--- config.mk ---
export PLATFORM = sky130hd
export DESIGN_NAME = bcq_qualifier
export DESIGN_NICKNAME = d
export VERILOG_FILES = /design/src/hdl/bcq_pkg.sv /design/src/hdl/bcq_comparator.sv /design/src/hdl/bcq_qualifier.sv
export SDC_FILE = /design/constraint.sdc
export NUM_CORES = 1
export LEC_CHECK = 0
export ABC_AREA = 0
export BUFFER_PORTS_ARGS = -buffer_cell sky130_fd_sc_hd__buf_2
export CAP_MARGIN = 20
export CORE_ASPECT_RATIO = 0.6
export CORE_MARGIN = 2
export CORE_UTILIZATION = 35
export CTS_CLUSTER_DIAMETER = 50
export CTS_CLUSTER_SIZE = 25
export DETAILED_ROUTE_END_ITERATION = 8
export GPL_ROUTABILITY_DRIVEN = 0
export SETUP_SLACK_MARGIN = 0.3
export SKIP_LAST_GASP = 1
export SLEW_MARGIN = 5
export SYNTH_ARGS = -nofsm -noshare
export SYNTH_HDL_FRONTEND = slang
export SYNTH_SLANG_ARGS = --single-unit
--- constraint.sdc ---
create_clock -name sys_clk -period 4.5 [get_ports sys_clk]
set_clock_uncertainty 0.15 [all_clocks]
set_input_delay 0.225 -clock sys_clk [delete_from_list [all_inputs] [get_ports sys_clk]]
set_output_delay 0.225 -clock sys_clk [all_outputs]
set_load 0.05 [all_outputs]
--- src/hdl/bcq_pkg.sv ---
package bcq_pkg;

    // ************************************************************
    // Register map, 8-bit registers on a 4-bit address
    // ************************************************************
    localparam int ADDR_W = 4;
    localparam int DATA_W = 8;
    localparam logic [3:0] OFF_CTRL = 4'h0;
    localparam logic [3:0] OFF_MODE = 4'h1;
    localparam logic [3:0] OFF_A_EXT = 4'h2;
    localparam logic [3:0] OFF_A_HIGH = 4'h3;
    localparam logic [3:0] OFF_A_LOW = 4'h4;
    localparam logic [3:0] OFF_B_EXT = 4'h5;
    localparam logic [3:0] OFF_B_HIGH = 4'h6;
    localparam logic [3:0] OFF_B_LOW = 4'h7;
    localparam logic [3:0] OFF_STATUS = 4'h8;

    // ************************************************************
    // Control, mode and status register fields, reset values and mask codes
    // ************************************************************
    localparam int CTRL_AMASK_HI = 7;
    localparam int CTRL_AMASK_LO = 6;
    localparam int CTRL_BMASK_HI = 5;
    localparam int CTRL_BMASK_LO = 4;
    localparam int CTRL_A_DIR_EN = 3;
    localparam int CTRL_A_DIR_VAL = 2;
    localparam int CTRL_B_DIR_EN = 1;
    localparam int CTRL_B_DIR_VAL = 0;
    localparam logic [7:0] CTRL_RESET = 8'h00;

    localparam int MODE_AB_BKPT_EN = 7;
    localparam int MODE_FULL = 6;
    localparam logic [7:0] MODE_RESET = 8'h00;

    localparam int EXT_W = 6;
    localparam logic [5:0] EXT_RESET = 6'h00;
    localparam logic [7:0] BYTE_RESET = 8'h00;

    localparam int STAT_A_STICKY = 0;
    localparam int STAT_B_STICKY = 1;
    localparam int STAT_A_LIVE = 2;
    localparam int STAT_B_LIVE = 3;

    localparam logic [1:0] MASK_NONE = 2'h0;
    localparam logic [1:0] MASK_PAGE_ONLY = 2'h3;

endpackage : bcq_pkg

--- src/hdl/bcq_comparator.sv ---
`timescale 1ns/1ps
`default_nettype none

module bcq_comparator (
    input wire logic [5:0] refExt,       // Extended compare bits
    input wire logic [7:0] refHigh,      // High compare byte
    input wire logic [7:0] refLow,       // Low compare byte
    input wire logic [1:0] maskPair,     // Effective mask pair, high:low
    input wire logic dataMode,           // Compare data bus, not address
    input wire logic pageSel,            // Program page is being accessed
    input wire logic [15:0] cpuAddr,     // CPU address
    input wire logic [5:0] pageIndex,    // Program page index
    input wire logic [15:0] cpuData,     // CPU data
    input wire logic dirEnable,          // Direction qualifies match
    input wire logic dirValue,           // 1 read, 0 write
    input wire logic cpuRead,            // 1 read cycle, 0 write cycle
    output logic match                   // Combinational match
);

    logic ignoreLow;
    logic ignoreHigh;
    logic extOk;
    logic highOk;
    logic lowOk;
    logic dirOk;
    logic addrOk;
    logic dataOk;

    always_comb begin
        // 1:0 falls back to full compare, 0:1 drops low, 1:1 drops both
        ignoreLow = maskPair[0];
        ignoreHigh = maskPair[1] & maskPair[0];
        extOk = !pageSel || (refExt == pageIndex);
        if (ignoreHigh) begin
            highOk = 1'b1;
        end else if (pageSel) begin
            highOk = (refHigh[5:0] == cpuAddr[13:8]);
        end else begin
            highOk = (refHigh == cpuAddr[15:8]);
        end
        lowOk = ignoreLow || (refLow == cpuAddr[7:0]);
        // Page-only window makes sense only on a paged access
        addrOk = extOk && highOk && lowOk && !(ignoreHigh && !pageSel);
        // Data bytes: 0:0 both, 0:1 high, 1:0 low, 1:1 none; no page
        dataOk = (maskPair[1] || (refHigh == cpuData[15:8]))
            && (maskPair[0] || (refLow == cpuData[7:0]));
        dirOk = !dirEnable || (dirValue == cpuRead);
        match = (dataMode ? dataOk : addrOk) && dirOk;
    end

endmodule : bcq_comparator

`default_nettype wire

--- src/hdl/bcq_qualifier.sv ---
// Contract
// - Control bits 7:6, 5:4, 3:0; reset zero
// - Capture mode forces first mask to zero
// - Capture mode: second mask only in full
// - First mask can drop high/low bytes
// - Paged full compare uses twenty bits
// - Unpaged full compare uses sixteen bits
// - Mask 1:0 acts as full compare
// - Mask 1:1 matches page, paged access only
// - Full mode: second mask selects data bytes
// - A direction enable gates direction check
// - A direction value: 0 write, 1 read
// - B direction enable gates direction check
// - B direction value: 0 write, 1 read
// - Full mode ignores B direction bits
// - Breakpoint enable and full-mode select controls
// - Mask 0:1 drops low, 1:1 both
// - Data masks: both, high, low, none
//
// Local design decisions: the placing of the registers and strobed register access.
`timescale 1ns/1ps
`default_nettype none

module bcq_qualifier (
    input wire logic sys_clk,            // System bus clock, 125 MHz
    input wire logic rst,                // Asynchronous reset, active high
    input wire logic [3:0] regAddr,      // Register address
    input wire logic [7:0] regWrData,    // Register write data
    input wire logic regWrite,           // Register write strobe
    input wire logic regRead,            // Register read strobe
    output logic [7:0] regRdData,        // Read data, cycle after strobe
    input wire logic busValid,           // CPU bus cycle valid
    input wire logic [15:0] cpuAddr,     // CPU address
    input wire logic [15:0] cpuData,     // CPU data
    input wire logic cpuRead,            // 1 read cycle, 0 write cycle
    input wire logic pageAccess,         // Access falls in program page window
    input wire logic [5:0] programPageIndex, // Current program page
    output logic matchA,                 // Comparator A match pulse
    output logic matchB                  // Comparator B match pulse
);

    // ************************************************************
    // Register state
    // ************************************************************
    logic [7:0] ctrl_reg;
    logic [7:0] ctrl_next;
    logic [7:0] mode_reg;
    logic [7:0] mode_next;
    logic [5:0] aExt_reg;
    logic [5:0] aExt_next;
    logic [7:0] aHigh_reg;
    logic [7:0] aHigh_next;
    logic [7:0] aLow_reg;
    logic [7:0] aLow_next;
    logic [5:0] bExt_reg;
    logic [5:0] bExt_next;
    logic [7:0] bHigh_reg;
    logic [7:0] bHigh_next;
    logic [7:0] bLow_reg;
    logic [7:0] bLow_next;
    logic [1:0] sticky_reg;
    logic [1:0] sticky_next;
    logic [7:0] rdData_reg;
    logic [7:0] rdData_next;

    logic bkptMode;
    logic fullMode;

    always_comb begin
        ctrl_next = ctrl_reg;
        mode_next = mode_reg;
        aExt_next = aExt_reg;
        aHigh_next = aHigh_reg;
        aLow_next = aLow_reg;
        bExt_next = bExt_reg;
        bHigh_next = bHigh_reg;
        bLow_next = bLow_reg;
        if (regWrite) begin
            case (regAddr)
                bcq_pkg::OFF_CTRL: begin
                    ctrl_next = regWrData;
                end
                bcq_pkg::OFF_MODE: begin
                    mode_next = {regWrData[bcq_pkg::MODE_AB_BKPT_EN],
                        regWrData[bcq_pkg::MODE_FULL], 6'h00};
                end
                bcq_pkg::OFF_A_EXT: begin
                    aExt_next = regWrData[5:0];
                end
                bcq_pkg::OFF_A_HIGH: begin
                    aHigh_next = regWrData;
                end
                bcq_pkg::OFF_A_LOW: begin
                    aLow_next = regWrData;
                end
                bcq_pkg::OFF_B_EXT: begin
                    bExt_next = regWrData[5:0];
                end
                bcq_pkg::OFF_B_HIGH: begin
                    bHigh_next = regWrData;
                end
                bcq_pkg::OFF_B_LOW: begin
                    bLow_next = regWrData;
                end
                default: begin
                end
            endcase
        end
    end

    always_ff @(posedge sys_clk or posedge rst) begin
        if (rst) begin
            ctrl_reg <= bcq_pkg::CTRL_RESET;
            mode_reg <= bcq_pkg::MODE_RESET;
            aExt_reg <= bcq_pkg::EXT_RESET;
            aHigh_reg <= bcq_pkg::BYTE_RESET;
            aLow_reg <= bcq_pkg::BYTE_RESET;
            bExt_reg <= bcq_pkg::EXT_RESET;
            bHigh_reg <= bcq_pkg::BYTE_RESET;
            bLow_reg <= bcq_pkg::BYTE_RESET;
        end else begin
            ctrl_reg <= ctrl_next;
            mode_reg <= mode_next;
            aExt_reg <= aExt_next;
            aHigh_reg <= aHigh_next;
            aLow_reg <= aLow_next;
            bExt_reg <= bExt_next;
            bHigh_reg <= bHigh_next;
            bLow_reg <= bLow_next;
        end
    end

    // ************************************************************
    // Mode decode and effective masks
    // ************************************************************
    logic [1:0] maskA;
    logic [1:0] maskB;
    logic dirBEn;
    logic rawA;
    logic rawB;

    always_comb begin
        bkptMode = mode_reg[bcq_pkg::MODE_AB_BKPT_EN];
        fullMode = mode_reg[bcq_pkg::MODE_FULL];
        // First mask only has meaning in breakpoint mode
        if (bkptMode) begin
            maskA = {ctrl_reg[bcq_pkg::CTRL_AMASK_HI],
                ctrl_reg[bcq_pkg::CTRL_AMASK_LO]};
        end else begin
            maskA = bcq_pkg::MASK_NONE;
        end
        if (bkptMode || fullMode) begin
            maskB = {ctrl_reg[bcq_pkg::CTRL_BMASK_HI],
                ctrl_reg[bcq_pkg::CTRL_BMASK_LO]};
        end else begin
            maskB = bcq_pkg::MASK_NONE;
        end
        dirBEn = ctrl_reg[bcq_pkg::CTRL_B_DIR_EN] && !fullMode;
    end

    // ************************************************************
    // Comparators
    // ************************************************************
    // Paging compare is only done for breakpoint mode; capture-mode
    // page selection lives outside this block.
    bcq_comparator cmpA (
        .refExt(aExt_reg),
        .refHigh(aHigh_reg),
        .refLow(aLow_reg),
        .maskPair(maskA),
        .dataMode(1'b0),
        .pageSel(pageAccess && bkptMode),
        .cpuAddr(cpuAddr),
        .pageIndex(programPageIndex),
        .cpuData(cpuData),
        .dirEnable(ctrl_reg[bcq_pkg::CTRL_A_DIR_EN]),
        .dirValue(ctrl_reg[bcq_pkg::CTRL_A_DIR_VAL]),
        .cpuRead(cpuRead),
        .match(rawA)
    );

    bcq_comparator cmpB (
        .refExt(bExt_reg),
        .refHigh(bHigh_reg),
        .refLow(bLow_reg),
        .maskPair(maskB),
        .dataMode(fullMode),
        .pageSel(pageAccess && bkptMode && !fullMode),
        .cpuAddr(cpuAddr),
        .pageIndex(programPageIndex),
        .cpuData(cpuData),
        .dirEnable(dirBEn),
        .dirValue(ctrl_reg[bcq_pkg::CTRL_B_DIR_VAL]),
        .cpuRead(cpuRead),
        .match(rawB)
    );

    // ************************************************************
    // Match outputs, status and read data
    // ************************************************************
    logic matchA_next;
    logic matchB_next;
    logic stickyClrHit;

    always_comb begin
        // Full mode: A fires on address and data together, B stays quiet
        matchA_next = busValid && rawA && (!fullMode || rawB);
        matchB_next = busValid && rawB && !fullMode;
        stickyClrHit = regWrite && (regAddr == bcq_pkg::OFF_STATUS);
        sticky_next = sticky_reg;
        if (stickyClrHit) begin
            sticky_next = sticky_reg & ~regWrData[1:0];
        end
        // A new hit wins over a clear in the same cycle
        sticky_next = sticky_next | {matchB_next, matchA_next};
        rdData_next = 8'h00;
        if (regRead) begin
            case (regAddr)
                bcq_pkg::OFF_CTRL: rdData_next = ctrl_reg;
                bcq_pkg::OFF_MODE: rdData_next = mode_reg;
                bcq_pkg::OFF_A_EXT: rdData_next = {2'h0, aExt_reg};
                bcq_pkg::OFF_A_HIGH: rdData_next = aHigh_reg;
                bcq_pkg::OFF_A_LOW: rdData_next = aLow_reg;
                bcq_pkg::OFF_B_EXT: rdData_next = {2'h0, bExt_reg};
                bcq_pkg::OFF_B_HIGH: rdData_next = bHigh_reg;
                bcq_pkg::OFF_B_LOW: rdData_next = bLow_reg;
                bcq_pkg::OFF_STATUS: rdData_next = {4'h0, matchB, matchA, sticky_reg};
                default: rdData_next = 8'h00;
            endcase
        end
    end

    always_ff @(posedge sys_clk or posedge rst) begin
        if (rst) begin
            matchA <= 1'b0;
            matchB <= 1'b0;
            sticky_reg <= 2'h0;
            rdData_reg <= 8'h00;
        end else begin
            matchA <= matchA_next;
            matchB <= matchB_next;
            sticky_reg <= sticky_next;
            rdData_reg <= rdData_next;
        end
    end

    assign regRdData = rdData_reg;
endmodule : bcq_qualifier

`default_nettype wire

# == Word-level counts from Yosys, hierarchy flattened ==
# Index checks and enable logic that the tools add are counted.
# word_totals
regBits,66
input_bits,57
output_inout_bits,10
wordCells,92
# classes
n_eq_ne,20
mux,10
bitwise_logic,5
reduce_logical,45
# ops
cell,count
$pmux W8 S9,1
$eq A8 B8 Y1,6
$eq A6 B6 Y1,4
$logic_and A1 B1 Y1,19
$eq A4 B3 Y1 const B,4
$reduce_and A2 Y1,8
$logic_or A1 B1 Y1,10
$eq A4 B2 Y1 const B,2
$mux W8,1
$logic_not A1 Y1,7
$mux W2,3
$mux W1,5
$eq A4 B1 Y1 const B,1
$eq A4 B4 Y1 const B,1
$logic_not A4 Y1,1
$and A1 B1 Y1,2
$and A2 B2 Y2,1
$eq A1 B1 Y1,2
$not A2 Y2,1
$or A2 B2 Y2,1

# == Logic depth before layout (Yosys ltp) ==
# depth
ltp_word,12
ltp_mapped,7
ltp_nobuf,5

# == Hierarchy ==
# Synthesis repeated with hierarchy kept, for this count alone.
# unflattened
hier_cells,354
area_unflattened_um2,3952.5
# by_module_without_submodules
module,instances,cells_each,area_per_inst_um2,seq_area_each_um2
bcq_qualifier,1,236,3011.6,1651.6
bcq_comparator,2,59,470.5,0.0

# == Least setup slack after synthesis ==
# No wires, ideal clock.
# synth_timing
path_type,register to register
startpoint,reg bLow_reg[3]
endpoint,reg sticky_reg[0]
setup_ps,95
t_arrival_ps,1490
slack_ps,2765
path_stages_with_launch,6
period_less_slack_ps,1735
cell_sequence,dfrtp_1 xor2_1 nor4_1 a21oi_1 or3_1 o31ai_1
# synth_via
elab_chain_len,9
# synth_lines
element,line_no,rtl
"start, declared",bcq_qualifier.sv:59,logic [7:0] bLow_reg;
"start signal, assigned",bcq_qualifier.sv:120,bLow_reg <= bcq_pkg::BYTE_RESET;
"start signal, assigned",bcq_qualifier.sv:129,bLow_reg <= bLow_next;
$eq A8 B8 Y1,bcq_comparator.sv:41,lowOk = ignoreLow || (refLow == cpuAddr[7:0]);
$logic_or A1 B1 Y1,bcq_comparator.sv:41,
$logic_and A1 B1 Y1 (2 in a row),bcq_comparator.sv:43,addrOk = extOk && highOk && lowOk && !(ignoreHigh && !pageSel);
$mux W1 *,bcq_comparator.sv:48,match = (dataMode ? dataOk : addrOk) && dirOk;
$logic_and A1 B1 Y1 *,bcq_comparator.sv:48,
$logic_or A1 B1 Y1 *,bcq_qualifier.sv:207,matchA_next = busValid && rawA && (!fullMode || rawB);
$logic_and A1 B1 Y1 *,bcq_qualifier.sv:207,
$or A2 B2 Y2 *,bcq_qualifier.sv:215,"sticky_next = sticky_next | {matchB_next, matchA_next};"
named net sticky_next[0],bcq_qualifier.sv:62,logic [1:0] sticky_next;
"end signal, assigned",bcq_qualifier.sv:242,sticky_reg <= sticky_next;
"end, declared",bcq_qualifier.sv:61,logic [1:0] sticky_reg;
# The timed path passes the listed nets; every way through them passes the cells marked *.
# A chain may end at the register's enable or synchronous reset.

# == Worst setup path after layout ==
# layout_timing
startpoint,reg bLow_reg[3]
endpoint,reg matchA
# layout_via
elab_chain_len,8
# layout_lines
element,line_no,rtl
$eq A8 B8 Y1,bcq_comparator.sv:41,
$logic_or A1 B1 Y1,bcq_comparator.sv:41,
$logic_and A1 B1 Y1 (2 in a row),bcq_comparator.sv:43,
$mux W1 *,bcq_comparator.sv:48,
$logic_and A1 B1 Y1 *,bcq_comparator.sv:48,
$logic_or A1 B1 Y1 *,bcq_qualifier.sv:207,
$logic_and A1 B1 Y1 *,bcq_qualifier.sv:207,
named net matchA_next,bcq_qualifier.sv:201,logic matchA_next;
"end signal, assigned",bcq_qualifier.sv:240,matchA <= matchA_next;
"end, declared",bcq_qualifier.sv:38,"output logic matchA,"
# Marks and branches as above.

==> reports/metrics.cfg <==
[status]
run_status = finished clean

[place]
dp_hpwl_um = 8651
place.port_buffers = 66
place_ws_ps = 2226

[synthesis]
synth-async-reset-ratio_pct = 100.0
synth_top_family_by_area = multiplexers
synth.area.mux_share_pct = 21.75
syn_inst = 321
ys_types = 51
synth.area.top_cells = dfrtp_1 (44%), mux2_2 (15%), xor2_1 (9.7%)
synthAdderAreaFrac_pct = 0
ys.flop_type = dfrtp_1
synth-xor-area-share_pct = 14.37
netlist_area_mm2 = 0.003779
syn_area_per_cell_um2 = 11.77
yosys.area.top_type = dfrtp_1
yosysTopAreaCellShare_pct = 43.71
syn_nets = 378
yosysWarnings = 0
synth_compound_area_share_pct = 7.947
yosys.area_share.simple_pct = 10.07
seq_area_frac_synth_pct = 43.71
ys_ff_latch = 66
synth-edff-count = 0

[drt]
ant_nets = 0
totalWireLength_um = 11230
dr.pass1.iters = 4
drtIter0Drc = 255
vias_per_cell = 5.311
vias = 2820
routedWlPerCell_um = 21.15
drc = 0

[grt]
grt_overflow = 0
grt_usage_pct = 20.26
antenna_found_initial = 1
grt_pass1_wl_um = 17370
grt_max_degree = 35
first_global_vias = 2863

[clock_tree]
cts_inserted_buffers = 9
cts_hold_buffers = 1
post-cts-setup-buffers = 0
clk_pin_slew_ps = 50
ctsHtreeMaxLevel = 3
cts_resized = 0
cts_tree = done
clkSinkCount = 66
clock_latency_ps = 340
clock_path_buffers = 2
clock-root-buffer = clkbuf_16

[setup_path]
worstRegToRegCells = 5
crit_required_ps = 4580
crit_start = bLow_reg[3]
timing.rr.end = matchA
timing.critical_path.max_delay_family = simple AND/OR/NAND/NOR gates
start_kind = flop
crit_cells = 5
crit_slowest_cell = nor4_1
worst-setup-path-type = flop to flop
endpoint_kind = flop
cp_num_buf_inv = 0
critPathArrivalTime_ps = 2470
rrSetupSlack_ps = 2110
crit_fanout = 4
crit_chain = xor2_1 -> nor4_1 -> a21oi_1 -> or3_1 -> nor3_1
r2r-start = bLow_reg[3]
cp_slowest_stage_delay_ps = 640

[sta]
report.final.slew_viol_count = 0
finalCriticalPeriod_ps = 2386
finalHoldViolations = 0
tightest_slew_ps = 736.9
setup_viol = 0
layout_setup_ws_ps = 2114
rsz0062_at_grt = false
max_slew_margin_pct = 50.80
timing.setup.tns_ps = 0
finalCritPeriodShare_pct = 53.02
max_freq_ghz = 0.4191

[power_and_ir_drop]
power.switching_uw = 645.5
intPower_mw = 1.420
switching_share_pct = 31.25
power.density_mw_per_mm2 = 457.3
seqPwrFrac_pct = 42.4
leakagePower_nw = 2.039
p_comb_share_pct = 24.1
irDropWorstVdd_mv = 0.2129
p_clk_share_pct = 33.4
power_mw = 2.066

[min_path]
min_path_cells = 2
worstHoldStart = regRead
min_to = regRdData[0]
min_path_type = input pin to flop

[floorplanning]
die_x_um = 138.1
die_h_um = 84.49
io_pins = 67
placementRows = 29
die_area_mm2 = 0.01167
coreArea_mm2 = 0.01052
start_util_pct = 35.91

[finish]
nets = 445
layout-area-overhead-vs-synth_pct = 19.54
layout_common_cells = dfrtp_1 (66), buf_2 (66), mux2_2 (51), xor2_1 (42), xnor2_1 (20)
diodes = 0
drive_gt1_share_pct = 38.78

[flow_run]
maxCapViolations = 0

==> power by group through the flow <==
stage | registers [mW] | clock network [mW] | logic [mW]
6_report | 0.877 | 0.691 | 0.498
5_1_grt | 0.890 | 0.734 | 0.541
4_1_cts | 0.874 | 0.706 | 0.496
3_5_place_dp | 0.884 | 0 | 0.491
3_3_place_gp | 0.883 | 0 | 0.481
2_1_floorplan | 0.841 | 0 | 0.351
==> cell type report <==
class | count | area [um2]
clock inverters | 3 | 40.04
clock buffers | 12 | 246.5
fillers | 1001 | 6006
well taps | 139 | 173.9
repair buffers | 68 | 347.8
flip-flops and latches | 66 | 1652
multi-input cells | 240 | 2046
inverters | 3 | 11.26
==> cells in the mapped netlist, types with 2 or more instances <==
cell      number
clkbuf_1       3
o32ai_1        2
mux4_2         3
dfrtp_1       66
a22oi_1        6
nor2_1        11
nand3_1        4
nor3_1         2
nand3b_1       2
and3_1         3
mux2_2        51
inv_1          3
nor2_2         2
a31oi_1        4
o21ai_0        5
mux2i_1        6
nor4_1         6
buf_4          3
nand2_2        2
or3_1          3
a221oi_1       2
a21oi_1        9
nor2b_1        8
nand4_1        5
buf_2          5
nand2b_1       3
xor2_1        42
mux2_4         8
nand2_1       11
xnor2_1       20
==> cell families (layout without fill, tap and decap cells) <==
family,after synthesis,in the layout
muxes,68,68
xor gates and xnor gates,62,62
DFF,66,66
buffers and inverters,15,86
and+or+nand+nor,68,68
AOI/OAI and AO/OA,42,42
==> per-layer routing <==
| layer | vias to the layer above | wire, um | track usage [%] |
|---|---|---|---|
| li1 | 1299 | - | - |
| met1 | 1387 | 5394 | 29.99 |
| met2 | 123 | 4385 | 26.78 |
| met3 | 11 | 1317 | 8.443 |
| met4 | 0 | 136 | 5.659 |
| met5 | - | 0 | 0 |
==> worst max path at each step <==
stage | end
after floorplan | aExt_reg[0]
after global routing | matchA
after detailed placement | aLow_reg[4]
final | matchA
after global placement | matchA
after CTS | matchA
==> per-stage QoR <==
| step | std cells | instance area [um2] | util [%] | hold WS [ps] |
|---|---|---|---|---|
| floorplan | 321 | 3779 | - | 191.8 |
| global placement | 515 | 4220 | 40.11 | 228.4 |
| detailed placement | 515 | 4220 | 40.11 | 249.6 |
| CTS | 531 | 4517 | 42.93 | 2.486 |
| global route | 531 | 4517 | 42.93 | 14.68 |
| finish | 531 | 4517 | 42.93 | 9.860 |
(Power assumes the default switching activity.)
